File: config.mk
export PLATFORM = sky130hd
export DESIGN_NAME = remote_map_status_bank
export DESIGN_NICKNAME = d
export VERILOG_FILES = /design/src/hdl/remote_map_pkg.sv /design/src/hdl/remote_map_if.sv /design/src/hdl/remote_addr_mapper.sv /design/src/hdl/remote_map_status_bank.sv
export SDC_FILE = /design/constraint.sdc
export NUM_CORES = 1
export LEC_CHECK = 0
export BUFFER_PORTS_ARGS = -buffer_cell sky130_fd_sc_hd__buf_2
export CORE_MARGIN = 2
export CORE_UTILIZATION = 45
export DETAILED_ROUTE_END_ITERATION = 6
export PLACE_DENSITY = 0.72
export SYNTH_ARGS = -nofsm -noshare
export SYNTH_HDL_FRONTEND = slang
export SYNTH_SLANG_ARGS = --single-unit
File: constraint.sdc
create_clock -name clk_sys -period 5.85 [get_ports clk_sys]
set_input_delay 1.17 -clock clk_sys [delete_from_list [all_inputs] [get_ports clk_sys]]
set_output_delay 1.17 -clock clk_sys [all_outputs]
set_load 0.03 [all_outputs]
File: src/hdl/remote_map_pkg.sv
// constants for the remote target map and link status bank
package remote_map_pkg;
	localparam int ADDR_W = 8; // register address width
	localparam int DATA_W = 8; // register data width
	localparam int TGT_W = 7; // i2c target address width
	localparam int CNT_W = 16; // back-channel error count width
	// register offsets
	localparam logic [ADDR_W-1:0] OFS_RX_ADDR = 8'h06;
	localparam logic [ADDR_W-1:0] OFS_PHYS_ADDR = 8'h07;
	localparam logic [ADDR_W-1:0] OFS_ALIAS_ADDR = 8'h08;
	localparam logic [ADDR_W-1:0] OFS_ERRCNT_LO = 8'h0a;
	localparam logic [ADDR_W-1:0] OFS_ERRCNT_HI = 8'h0b;
	localparam logic [ADDR_W-1:0] OFS_STATUS = 8'h0c;
	// field positions
	localparam int ADDR_FIELD_LSB = 1; // address fields sit in bits 7:1
	localparam int LOCK_BIT = 0; // receiver address lock in bit 0
	localparam int ST_SELFTEST_ERR = 3; // self-test check error
	localparam int ST_PCLK_OK = 2; // pixel clock valid
	localparam int ST_LINK_ERR = 1; // link error during normal traffic
	localparam int ST_LINK_OK = 0; // cable link detected
	// reset values
	localparam logic [TGT_W-1:0] RST_TGT = 7'h00;
	localparam logic [CNT_W-1:0] RST_CNT = 16'h0000;
	localparam logic [DATA_W-1:0] RST_DATA = 8'h00;
	localparam logic [CNT_W-1:0] CNT_MAX = 16'hffff;
	localparam logic [CNT_W-1:0] CNT_ONE = 16'h0001;
	localparam logic [TGT_W-1:0] TGT_NONE = 7'h00; // zero disables
endpackage : remote_map_pkg

File: src/hdl/remote_map_if.sv
// carrier between the register bank and the address mapper
`timescale 1ns/1ps
`default_nettype none
interface remote_map_if;
	import remote_map_pkg::*;
	logic [TGT_W-1:0] rxAddr; // remote receiver address
	logic [TGT_W-1:0] physAddr; // physical remote target address
	logic [TGT_W-1:0] aliasAddr; // alias of the remote target
	modport bank (output rxAddr, output physAddr, output aliasAddr);
	modport mapper (input rxAddr, input physAddr, input aliasAddr);
endinterface : remote_map_if
`default_nettype wire

File: src/hdl/remote_addr_mapper.sv
// maps a local i2c target address to the address forwarded across the link
`timescale 1ns/1ps
`default_nettype none
module remote_addr_mapper
	import remote_map_pkg::*;
(
	input wire logic clk_sys, // system clock
	input wire logic rst_b, // async reset, active low
	remote_map_if.mapper map, // programmed addresses
	input wire logic reqValid, // one-cycle address request
	input wire logic [TGT_W-1:0] reqAddr, // local i2c target address
	output logic fwdValid, // forward pulse
	output logic [TGT_W-1:0] fwdAddr, // address sent across the link
	output logic fwdToReceiver, // forward goes to the receiver chip
	output logic fwdRefused // request not forwarded
);
	typedef struct packed
	{
		logic valid; // forward pulse
		logic [TGT_W-1:0] addr; // forwarded address
		logic toRx; // target is receiver itself
		logic refused; // refusal pulse
	} map_s;
	map_s cur;
	map_s next_cur;
	logic aliasHit; // matches enabled alias
	logic rxHit; // matches enabled receiver address

	// a zero field never matches, so it disables its target
	assign aliasHit = (map.aliasAddr != TGT_NONE)
		&& (reqAddr == map.aliasAddr);
	assign rxHit = (map.rxAddr != TGT_NONE)
		&& (reqAddr == map.rxAddr);

	// decide one answer per request; alias checked first
	always_comb
	begin
		next_cur = cur;
		next_cur.valid = 1'b0;
		next_cur.refused = 1'b0;
		if (reqValid)
		begin
			if (aliasHit)
			begin
				next_cur.valid = 1'b1;
				next_cur.addr = map.physAddr;
				next_cur.toRx = 1'b0;
			end
			else if (rxHit)
			begin
				next_cur.valid = 1'b1;
				next_cur.addr = map.rxAddr;
				next_cur.toRx = 1'b1;
			end
			else
			begin
				next_cur.refused = 1'b1; // no enabled remote match
			end
		end
	end

	// register the answer so the outputs come from flip-flops
	always_ff @(posedge clk_sys or negedge rst_b)
	begin
		if (!rst_b)
			cur <= '0;
		else
			cur <= next_cur;
	end

	assign fwdValid = cur.valid;
	assign fwdAddr = cur.addr;
	assign fwdToReceiver = cur.toRx;
	assign fwdRefused = cur.refused;
endmodule : remote_addr_mapper
`default_nettype wire

File: src/hdl/remote_map_status_bank.sv
// register bank for remote target mapping and back-channel link status
`timescale 1ns/1ps
`default_nettype none
module remote_map_status_bank
	import remote_map_pkg::*;
(
	input wire logic clk_sys, // system clock, 25 MHz
	input wire logic rst_b, // async reset, active low
	input wire logic regWrite, // one-cycle write strobe
	input wire logic regRead, // one-cycle read strobe
	input wire logic [ADDR_W-1:0] regAddr, // register offset
	input wire logic [DATA_W-1:0] regWdata, // write data
	output logic [DATA_W-1:0] regRdata, // read data, held
	input wire logic rxLock, // receive lock level
	input wire logic learnValid, // learned receiver address pulse
	input wire logic [TGT_W-1:0] learnAddr, // address learned on the link
	input wire logic linkDetect, // cable link present level
	input wire logic pclkValid, // valid pixel clock level
	input wire logic crcError, // back-channel crc error pulse
	input wire logic selftestActive, // self-test running level
	input wire logic selftestStart, // self-test restart pulse
	input wire logic errorClear, // error clear command pulse
	input wire logic reqValid, // local i2c request pulse
	input wire logic [TGT_W-1:0] reqAddr, // local i2c target address
	output logic fwdValid, // forward pulse
	output logic [TGT_W-1:0] fwdAddr, // forwarded address
	output logic fwdToReceiver, // forward goes to receiver chip
	output logic fwdRefused, // request not forwarded
	output logic [TGT_W-1:0] remoteReceiverAddress, // current receiver id
	output logic receiverAddressLock // current lock bit
);
	typedef struct packed
	{
		logic [TGT_W-1:0] rxAddr; // remote receiver address
		logic lock; // receiver address lock
		logic [TGT_W-1:0] physAddr; // physical target address
		logic [TGT_W-1:0] aliasAddr; // target alias
		logic [CNT_W-1:0] errCount; // back-channel error count
		logic selftestErr; // self-test check error flag
		logic linkErr; // normal traffic error flag
		logic [DATA_W-1:0] rdata; // held read data
	} bank_s;
	bank_s cur;
	bank_s next_cur;
	logic wrRx; // write to receiver address register
	logic wrPhys; // write to physical address register
	logic wrAlias; // write to alias register
	logic [DATA_W-1:0] statusByte; // assembled status register

	remote_map_if mapBus (); // carrier to the mapper

	assign wrRx = regWrite && (regAddr == OFS_RX_ADDR);
	assign wrPhys = regWrite && (regAddr == OFS_PHYS_ADDR);
	assign wrAlias = regWrite && (regAddr == OFS_ALIAS_ADDR);

	// live bits read the inputs directly; sticky bits come from flops
	always_comb
	begin
		statusByte = RST_DATA;
		statusByte[ST_SELFTEST_ERR] = cur.selftestErr;
		statusByte[ST_PCLK_OK] = pclkValid;
		statusByte[ST_LINK_ERR] = cur.linkErr;
		statusByte[ST_LINK_OK] = linkDetect;
	end

	// next-state logic for the whole bank
	always_comb
	begin
		next_cur = cur;
		// receiver address: software write wins over an autoload
		if (wrRx)
		begin
			next_cur.rxAddr = regWdata[DATA_W-1:ADDR_FIELD_LSB];
			next_cur.lock = regWdata[LOCK_BIT];
		end
		else if (rxLock && learnValid && !cur.lock)
		begin
			next_cur.rxAddr = learnAddr;
		end
		if (wrPhys)
			next_cur.physAddr = regWdata[DATA_W-1:ADDR_FIELD_LSB];
		if (wrAlias)
			next_cur.aliasAddr = regWdata[DATA_W-1:ADDR_FIELD_LSB];
		// error count: increment after clear, so a same-cycle error counts
		if (errorClear)
			next_cur.errCount = RST_CNT;
		if (crcError && (next_cur.errCount != CNT_MAX))
			next_cur.errCount = next_cur.errCount + CNT_ONE;
		// self-test flag: clears first, a same-cycle error still sets
		if (errorClear || selftestStart)
			next_cur.selftestErr = 1'b0;
		if (crcError && selftestActive)
			next_cur.selftestErr = 1'b1;
		// normal-traffic flag: only link loss or error clear resets it
		if (errorClear)
			next_cur.linkErr = 1'b0;
		if (crcError && !selftestActive)
			next_cur.linkErr = 1'b1;
		// link loss overrides; no traffic can be valid without a link
		if (!linkDetect)
		begin
			next_cur.selftestErr = 1'b0;
			next_cur.linkErr = 1'b0;
		end
		// read data is captured on the strobe and held until the next
		if (regRead)
		begin
			case (regAddr)
				OFS_RX_ADDR:
					next_cur.rdata = {cur.rxAddr, cur.lock};
				OFS_PHYS_ADDR:
					next_cur.rdata = {cur.physAddr, 1'b0};
				OFS_ALIAS_ADDR:
					next_cur.rdata = {cur.aliasAddr, 1'b0};
				OFS_ERRCNT_LO:
					next_cur.rdata = cur.errCount[DATA_W-1:0];
				OFS_ERRCNT_HI:
					next_cur.rdata = cur.errCount[CNT_W-1:DATA_W];
				OFS_STATUS:
					next_cur.rdata = statusByte;
				default:
					next_cur.rdata = RST_DATA; // unmapped reads zero
			endcase
		end
	end

	// one register stage for all state
	always_ff @(posedge clk_sys or negedge rst_b)
	begin
		if (!rst_b)
			cur <= '0;
		else
			cur <= next_cur;
	end

	// hand the programmed addresses to the mapper
	assign mapBus.rxAddr = cur.rxAddr;
	assign mapBus.physAddr = cur.physAddr;
	assign mapBus.aliasAddr = cur.aliasAddr;

	remote_addr_mapper u_mapper (
		.clk_sys(clk_sys),
		.rst_b(rst_b),
		.map(mapBus.mapper),
		.reqValid(reqValid),
		.reqAddr(reqAddr),
		.fwdValid(fwdValid),
		.fwdAddr(fwdAddr),
		.fwdToReceiver(fwdToReceiver),
		.fwdRefused(fwdRefused)
	);

	assign regRdata = cur.rdata;
	assign remoteReceiverAddress = cur.rxAddr;
	assign receiverAddressLock = cur.lock;
endmodule : remote_map_status_bank
`default_nettype wire

After elaboration in Yosys (flattened, before gate mapping) --
Cells that the tools add are included. W data, S select, Z words.
Storage, ports and cells: bits in registers 58, bits of input ports 43, output and inout bits 26
Operators by class: add/subtract/negate cells 1, eq/ne operators 11, multiplexer cells 15, reduce and logical (&&, ||, !) cells 18
Operators by type and width (number):
- $pmux W8 S6 | 1
- $eq A8 B4 Y1 const B | 4
- $mux W16 | 2
- $mux W9 | 2
- $add A16 B1 Y16 const B | 1
- $eq A8 B3 Y1 const B | 2
- $ne A16 B16 Y1 const B | 1
- $eq A7 B7 Y1 | 2
- $mux W7 | 2
- $reduce_bool A7 Y1 | 2
- $logic_and A1 B1 Y1 | 10
- $mux W10 | 1
- $mux W1 | 6
- $ne A3 B1 Y1 const B | 2
- $reduce_bool A2 Y1 | 2
- $logic_not A1 Y1 | 2
- $mux W2 | 1
- $reduce_and A2 Y1 | 1
- $logic_or A1 B1 Y1 | 1

Longest topological paths before layout --
Gate-level depths: netlist of run 1.
word-level depth 5, depth in mapped cells 8, depth with buffers taken out 6

By module --
A second synthesis of run 1 with hierarchy kept.
Second synthesis, totals: cells, all modules 343, area, all modules 3567.2 µm²
Modules (own cells, without submodules):
- remote_map_status_bank | times used 1, cells each 271, area each 2845.2 µm², sequential area each 1201.2 µm²
- remote_addr_mapper | times used 1, cells each 72, area each 721.9 µm², sequential area each 250.2 µm²

Worst setup path after synthesis of run 1 --
Ideal clock, no wire load.
kind input -> register, start input errorClear, end register cur[23] in the netlist's numbering, setup time 0.132 ns, data arrival time 2.576 ns, data required time 5.718 ns, setup slack 3.142 ns, stages 8, buffers on the path 2, path through buf_2 -> nor2b_1 -> ha_1 -> and3_1 -> clkbuf_1 -> a2111oi_0 -> xnor2_1 -> nor2_1
RTL lines:
- from (decl) | line remote_map_status_bank.sv:22 | input wire logic errorClear,
- to (signal assigned) | line remote_map_status_bank.sv:133 | cur <= next_cur;
- to (decl) | line remote_map_status_bank.sv:43 | bank_s cur;

Worst setup path after layout of run 1 --
start input regAddr[7], end register cur, in the netlist receiverAddressLock
Between the ends: word-level cells in the longest chain between the ends 2
Ends and longest elaborated chain:
- from (decl) | line remote_map_status_bank.sv:11 | input wire logic [ADDR_W-1:0] regAddr,
- $eq A8 B3 Y1 | line remote_map_status_bank.sv:52 | assign wrRx = regWrite && (regAddr == OFS_RX_ADDR);
- $logic_and A1 B1 Y1 | line remote_map_status_bank.sv:52
Every way passes these cells. A chain may end at the register's enable or synchronous reset.

==> flow_summary.json, run 1 <==
{
  "final-setup-viol-count": 0,
  "die_y_um": 90.1,
  "arrival_ns": 3.05,
  "slew_violations": 0,
  "slew-limit-headroom": 0.423,
  "cts-root-buf": "clkbuf_8",
  "syn_inst": 341,
  "crit_fanout": 15,
  "synth_ff_type": "dfrtp_1",
  "first_pass_iters": 5,
  "grt_max_degree": 59,
  "r2r-end": "cur[23]",
  "ff2ff_path_depth": 6,
  "viasPerCell": 5.49,
  "r2r-start": "cur[11]",
  "hold_start": "u_mapper.fwdAddr[6]",
  "status": "completed",
  "syn_nets": 385,
  "utilization": 0.530,
  "critPathKind": "in2reg",
  "synth_edf_count": 0,
  "synth_area_leaders": "dfrtp_1 43%, mux2i_1 6.6%, xor2_1 3.9%",
  "nets": 434,
  "first_global_vias": 2586,
  "ys_seq_area_frac": 0.435,
  "critPathLaunch": "regAddr[7]",
  "routed_wl_mm": 7.96,
  "design_area_um2": 3820,
  "synth.most_common_cell": "dfrtp_1",
  "ant_nets": 0,
  "p_per_area_nw_per_um2": 267,
  "htree_levels": 3,
  "dieArea_um2": 8120,
  "num_vias": 2711,
  "ctsResizeCount": 0,
  "clkTransAtPathRegs_ns": 0.07,
  "ys_top_cells_by_count": "58 x dfrtp_1, 24 x nand2_1, 22 x mux2i_1, 20 x nand3_1, 19 x nor2_1",
  "diodes": 0,
  "gp_congestion": 0.901,
  "grt_pass1_wl_mm": 13.2,
  "finalHoldViolations": 0,
  "post_cts_buffers": 0,
  "first_iter_violations": 251,
  "min_to": "u_mapper.fwdAddr[6]",
  "die_w_um": 90.1,
  "num_rows": 31,
  "rsz0062_at_grt": "no",
  "synth_area_um2": 3340,
  "tns_ns": 0,
  "synth_area_leader_cell": "dfrtp_1",
  "dpl_cell_area_um2": 3620,
  "synth_cell_type_count": 44,
  "finalCriticalPeriod_ns": 2.83,
  "clkSinkCount": 58,
  "drive_gt1_frac": 0.263,
  "post-route-period-util": 0.483,
  "cts_buffer_depth": 2,
  "startpoint_type": "input port",
  "initial_core_util": 0.463,
  "max_freq_ghz": 0.354,
  "synth_async_sr_flop_share": 1.00,
  "p_leak_nw": 1.83,
  "yosys_register_bits": 58,
  "wl_per_cell_um": 16.1,
  "clock_latency_ns": 0.34,
  "ys_warn_count": 0,
  "portBuffers": 68,
  "ff2ff_setup_slack_ns": 3.76,
  "syn_to_final_growth_pct": 14.5,
  "dp_cells": 478,
  "hp-class": "reg2reg",
  "overflow": 0,
  "stdcell_count": 494,
  "avgSynthCellArea_um2": 9.79,
  "cts_tree": "done",
  "cts-hold-fix-buffers": 0,
  "crit_required_ns": 6.08,
  "grt_use_total": 0.208,
  "skew_ns": 0.00768,
  "core_area_um2": 7210,
  "holdPathStages": 2,
  "cts-buffers-inserted": 9,
  "antenna_found_initial": 0,
  "io_pins": 69,
  "ir_drop_mv": 0.107,
  "dp_hpwl_mm": 5.94,
  "worstMarginPinSlew_ns": 0.862,
  "max-cap-violations": 0,
  "end_kind": "register",
  "synth_top_area_share": 0.435,
  "drc": 0
}
==> routing by layer <==
metal,track usage,share of wire
met5,0,0
met4,0.0808,0.013
met3,0.0536,0.057
met2,0.291,0.44
met1,0.307,0.49
==> flip-flops by register name, indices dropped and copies added (netlist names) <==
signal	cells
mapBus.aliasAddr	7
u_mapper.fwdToReceiver	1
cur	18
regRdata	8
receiverAddressLock	1
u_mapper.fwdRefused	1
mapBus.physAddr	7
u_mapper.fwdValid	1
remoteReceiverAddress	7
u_mapper.fwdAddr	7
==> worst max path at each step <==
stage	end	cells after the start
after floorplan	cur[23]	8
after global placement	receiverAddressLock	5
after detailed placement	receiverAddressLock	5
final	receiverAddressLock	5
after CTS	cur[23]	7
after global routing	cur[23]	7
==> power breakdown <==
part           total (mW)  switching (mW)  internal, mW  leakage, nW
registers           0.463          0.0313         0.431        0.774
clock network       0.374           0.154         0.220        0.101
logic               0.183           0.118        0.0648        0.960
==> critical path, stage by stage <==
cell and delay, ns:
buf_2 0.11, nor4_4 0.53, nand4_1 0.15, nor2_1 0.68, mux2_2 0.41
==> per-stage QoR <==
step / setup slack, ns / hold WS [ns] / total power, mW
2_1_floorplan: 3.14 / 0.480 / 0.591
3_3_place_gp: 2.73 / 0.486 / 0.649
3_5_place_dp: 2.68 / 0.491 / 0.653
4_1_cts: 3.06 / 0.505 / 1.02
5_1_grt: 2.88 / 0.539 / 1.07
6_report: 3.02 / 0.504 / 1.02
==> cell type report <==
class | instances | area (um2)
clock inverter | 2 | 35.0
sequential | 58 | 1450
inverter | 14 | 52.6
fill | 666 | 3390
timing repair buffer | 69 | 348
multi-input combinational | 238 | 1650
tap | 99 | 124
clock buffer | 14 | 163
==> kinds of logic (layout without fill, tap and decap cells) <==
group,count (synthesis),count (layout),share of synthesized area
flip-flops,58,58,0.435
buffers and inverters,45,99,0.0709
AO/OA/AOI/OAI,57,57,0.102
adder cells (fa/ha/maj),1,1,0.00375
XOR/XNOR,24,24,0.0630
AND/OR/NAND/NOR,118,118,0.198
multiplexers,38,38,0.128
==> cells in the final DEF (no fill, tap or decap), drive strengths merged, types with 2 or more instances in the layout <==
| cell type | n |
|---|---|
| buf | 69 |
| dfrtp | 58 |
| nand2 | 24 |
| mux2i | 22 |
| nand3 | 20 |
| nor2 | 19 |
| a21oi | 18 |
| mux2 | 16 |
| xor2 | 15 |
| inv | 14 |
| clkbuf | 14 |
| o22ai | 13 |
| nand4 | 12 |
| o21ai | 12 |
| xnor2 | 9 |
| nor2b | 8 |
| nor4 | 8 |
| nor3 | 6 |
| nand2b | 4 |
| o211ai | 4 |
| and3 | 4 |
| and2 | 3 |
| nand3b | 3 |
| a2111oi | 2 |
| nor3b | 2 |
| a41oi | 2 |
| a31oi | 2 |
| or3b | 2 |
Note: power is estimated with default switching activity, not from simulation.
==> inputs of run 2 (changes only) <==
==> constraint.sdc (replaced) <==
create_clock -name clk_sys -period 2.8 [get_ports clk_sys]
set_input_delay 0.56 -clock clk_sys [delete_from_list [all_inputs] [get_ports clk_sys]]
set_output_delay 0.56 -clock clk_sys [all_outputs]
set_load 0.03 [all_outputs]
==> flow_summary.json, run 2 (synthesized netlist as in run 1, its figures left out) <==
{
  "status": "completed",
  "grt_use_total": 0.204,
  "initial_core_util": 0.463,
  "max_freq_ghz": 0.473,
  "skew_ns": 0.00921,
  "htree_levels": 3,
  "grt_pass1_wl_mm": 13.1,
  "clkTransAtPathRegs_ns": 0.06,
  "routed_wl_mm": 8.15,
  "design_area_um2": 3850,
  "io_pins": 69,
  "first_global_vias": 2569,
  "num_rows": 31,
  "diodes": 0,
  "syn_to_final_growth_pct": 15.3,
  "cts_tree": "done",
  "finalCriticalPeriod_ns": 2.11,
  "hold_slack_ns": 0.165,
  "max-cap-violations": 0,
  "post-route-period-util": 0.755,
  "ant_nets": 0,
  "overflow": 0,
  "clock_latency_ns": 0.34,
  "dpl_cell_area_um2": 3650,
  "path_delay_family": "simple AND/OR/NAND/NOR gates",
  "max_stage_delay_ns": 0.61,
  "nets": 437,
  "die_w_um": 90.1,
  "end_kind": "register",
  "first_iter_violations": 259,
  "ir_drop_mv": 0.323,
  "dieArea_um2": 8120,
  "crit_fanout": 8,
  "startpoint_type": "input port",
  "clkSinkCount": 58,
  "crit_slowest_cell": "or3b_1",
  "crit_path_cell_trace": "buf_2 -> nor4_4 -> nand3b_4 -> or3b_1 -> mux2_4",
  "first_pass_iters": 5,
  "tns_ns": 0,
  "wl_per_cell_um": 16.4,
  "cp_num_buf_inv": 1,
  "drive_gt1_frac": 0.274,
  "portBuffers": 68,
  "final-setup-viol-count": 0,
  "core_area_um2": 7210,
  "dp_hpwl_mm": 6.20,
  "ff2ff_setup_slack_ns": 0.80,
  "antenna_found_initial": 0,
  "rsz0062_at_grt": "no",
  "grt_max_degree": 23,
  "p_leak_nw": 1.85,
  "gp_congestion": 0.983,
  "p_per_area_nw_per_um2": 549,
  "critPathKind": "in2reg",
  "largest_register": "cur",
  "cts-hold-fix-buffers": 0,
  "finalHoldViolations": 0,
  "ctsResizeCount": 0,
  "hp-class": "in2async",
  "drc": 0,
  "die_y_um": 90.1,
  "arrival_ns": 2.33,
  "layout_common_cells": "68 x buf_2, 58 x dfrtp_1, 24 x nand2_1",
  "slew_violations": 0,
  "viasPerCell": 5.51,
  "layout.cells.most_common": "buf_2",
  "slew-limit-headroom": 0.634,
  "largest_reg_flops": 18,
  "post_cts_buffers": 0,
  "cts_buffer_depth": 2,
  "num_vias": 2740,
  "worstMarginPinSlew_ns": 0.535,
  "cts-buffers-inserted": 9,
  "cts-root-buf": "clkbuf_8",
  "crit_required_ns": 3.02
}
[run 2: layout make-up]
class                           instances  area [um2]
Fill cell                             642        3370
Multi-Input combinational cell        238        1650
Sequential cell                        58        1450
Timing Repair Buffer                   72         370
Clock buffer                           15         196
Tap cell                               99         124
Inverter                               14        52.6
Clock inverter                          1        5.00
[run 2: final timing paths]
check                                     from                        to  depth (start not counted)
min reg2reg                u_mapper.fwdAddr[5]       u_mapper.fwdAddr[5]                          2
max reg2reg                            cur[10]                   cur[23]                          6
max                                 regAddr[7]       mapBus.aliasAddr[1]                          5
min in group clk_sys               regWdata[0]       receiverAddressLock                          2
min                                      rst_b  remoteReceiverAddress[1]                          1
max in group asynchronous                rst_b                   cur[25]                          2
[run 2: power by group]
part           switching (mW)  total (mW)  internal, mW
Combinational           0.245       0.382         0.137
Clock                   0.322       0.764         0.442
Sequential             0.0665       0.968         0.901
[run 2: per-stage QoR]
step | power [mW] | setup WS, ns | utilization | instances
after detailed placement | 1.36 | 0.358 | 0.506 | 481
after global routing | 2.20 | 0.537 | 0.533 | 497
after CTS | 2.12 | 0.709 | 0.533 | 497
final | 2.11 | 0.686 | 0.533 | 497
after floorplan | 1.23 | 0.702 | - | 341
after global placement | 1.36 | 0.401 | 0.506 | 481
[run 2: layer usage]
layer,track usage,vias to the layer above,wire length [um],part of all wire
li1,-,1306,-,-
met1,0.302,1315,3930,0.48
met2,0.301,114,3680,0.45
met3,0.0335,5,453,0.056
met4,0.0782,0,94,0.012
met5,0,-,0,0
[run 2: worst register-to-register path, cell delays in order (launching register included)]
cell       delay [ns]
dfrtp_1          0.44
nor2b_1          0.18
ha_1             0.26
and3_1           0.23
a2111oi_0        0.53
xnor2_1          0.18
nor2_1           0.06
==> inputs of run 3 (changes only) <==
==> constraint.sdc (replaced) <==
create_clock -name clk_sys -period 2 [get_ports clk_sys]
set_input_delay 0.4 -clock clk_sys [delete_from_list [all_inputs] [get_ports clk_sys]]
set_output_delay 0.4 -clock clk_sys [all_outputs]
set_load 0.03 [all_outputs]
==> flow_summary.json, run 3 (synthesized netlist as in run 1, its figures left out) <==
{
  "grt_max_degree": 33,
  "dieArea_um2": 8120,
  "clock_latency_ns": 0.35,
  "grt_pass1_wl_mm": 14.1,
  "worstMarginPinSlew_ns": 0.485,
  "wl_per_cell_um": 16.6,
  "grt.busiest_layer": "met2",
  "p_per_area_nw_per_um2": 756,
  "die_y_um": 90.1,
  "overflow": 0,
  "clkSinkCount": 58,
  "drc": 0,
  "cts_tree": "done",
  "slew_violations": 0,
  "hp-class": "in2reg",
  "nets": 457,
  "max_freq_ghz": 0.546,
  "skew_ns": 0.00560,
  "design_area_um2": 4010,
  "grt_use_total": 0.221,
  "layout.cells.most_common": "buf_2",
  "io_pins": 69,
  "largest_register": "cur",
  "nFillCells": 680,
  "dpl_cell_area_um2": 3790,
  "drive_gt1_frac": 0.301,
  "crit_required_ns": 2.22,
  "cts-buffers-inserted": 9,
  "first_pass_iters": 5,
  "status": "completed",
  "end_kind": "register",
  "num_rows": 31,
  "max-cap-violations": 0,
  "diodes": 0,
  "ant_nets": 0,
  "hold_slack_ns": 0.298,
  "cts-root-buf": "clkbuf_8",
  "use_met2": 0.331,
  "use_met3": 0.0520,
  "clkTransAtPathRegs_ns": 0.06,
  "crit_fanout": 8,
  "largest_reg_flops": 18,
  "startpoint_type": "register",
  "cts_buffer_depth": 2,
  "routed_wl_mm": 8.58,
  "num_vias": 2828,
  "first_iter_violations": 145,
  "layout_common_cells": "68 x buf_2, 58 x dfrtp_1, 24 x nand2_1",
  "first_global_vias": 2800,
  "use_met1": 0.308,
  "finalHoldViolations": 0,
  "syn_to_final_growth_pct": 20.2,
  "dp_hpwl_mm": 6.62,
  "slew-limit-headroom": 0.674,
  "htree_levels": 3,
  "initial_core_util": 0.463,
  "place_ws_ns": -0.0489,
  "rsz0062_at_grt": "no",
  "arrival_ns": 2.06,
  "die_w_um": 90.1,
  "viasPerCell": 5.47,
  "p_leak_nw": 1.95,
  "timing.final.ws_setup_ns": 0.167,
  "finalCriticalPeriod_ns": 1.83,
  "post-route-period-util": 0.917,
  "ir_drop_mv": 0.391,
  "core_area_um2": 7210,
  "final-setup-viol-count": 0,
  "utilization": 0.556,
  "critPathKind": "reg2reg",
  "antenna_found_initial": 0,
  "gp_congestion": 0.898,
  "portBuffers": 68
}
run 3: power breakdown:
group,internal (mW),switching (mW)
Clock,0.643,0.459
Combinational,0.220,0.365
Sequential,1.26,0.0846
Total,2.12,0.909
run 3: cell type report:
type | count | area, um2 | share of cell area
Multi-Input combinational cell | 238 | 1650 | 0.412
Sequential cell | 58 | 1450 | 0.362
Tap cell | 99 | 124 | 0.0309
Timing Repair Buffer | 92 | 536 | 0.133
Clock inverter | 2 | 35.0 | 0.00873
Clock buffer | 14 | 163 | 0.0405
Inverter | 14 | 52.6 | 0.0131
run 3: path summary, 6_finish.rpt:
check	from	end	slack (ns)	depth (start not counted)
hold / removal	linkDetect	cur[8]	0.30	2
hold reg to reg	u_mapper.fwdAddr[3]	u_mapper.fwdAddr[3]	0.51	2
setup reg to reg	remoteReceiverAddress[1]	u_mapper.fwdAddr[1]	0.17	5
max in group asynchronous	rst_b	cur[22]	0.97	3
setup / recovery	remoteReceiverAddress[1]	u_mapper.fwdAddr[1]	0.17	5
min in group asynchronous	rst_b	u_mapper.fwdRefused	0.50	2
run 3: critical path: stages, from the launching register on:
cell and delay [ns]:
dfrtp_1 0.44, xor2_1 0.19, nor4_1 0.39, nand4_1 0.39, nand3_1 0.20, o211ai_1 0.10
run 3: per-stage QoR:
| stage | power, mW | cells | setup TNS (ns) |
|---|---|---|---|
| final | 3.03 | 517 | 0 |
| after global routing | 3.17 | 517 | 0 |
| after CTS | 3.05 | 516 | 0 |
| after detailed placement | 1.95 | 499 | -0.275 |
| after global placement | 1.93 | 499 | -0.0693 |
| after floorplan | 1.73 | 341 | 0 |
run 3: timing repair:
item / in CTS / in global routing
hold buffers: 1 / 0
resized for setup: 0 / 2
setup buffers: 0 / 1
setup endpoints to repair: 0 / 7
hold endpoints to repair: 13 / 0
run 3: metal layers:
| metal | wire length, um | share of wire |
|---|---|---|
| met2 | 3940 | 0.46 |
| met3 | 512 | 0.060 |
| met1 | 3990 | 0.47 |
| met4 | 142 | 0.017 |
| met5 | 0 | 0 |
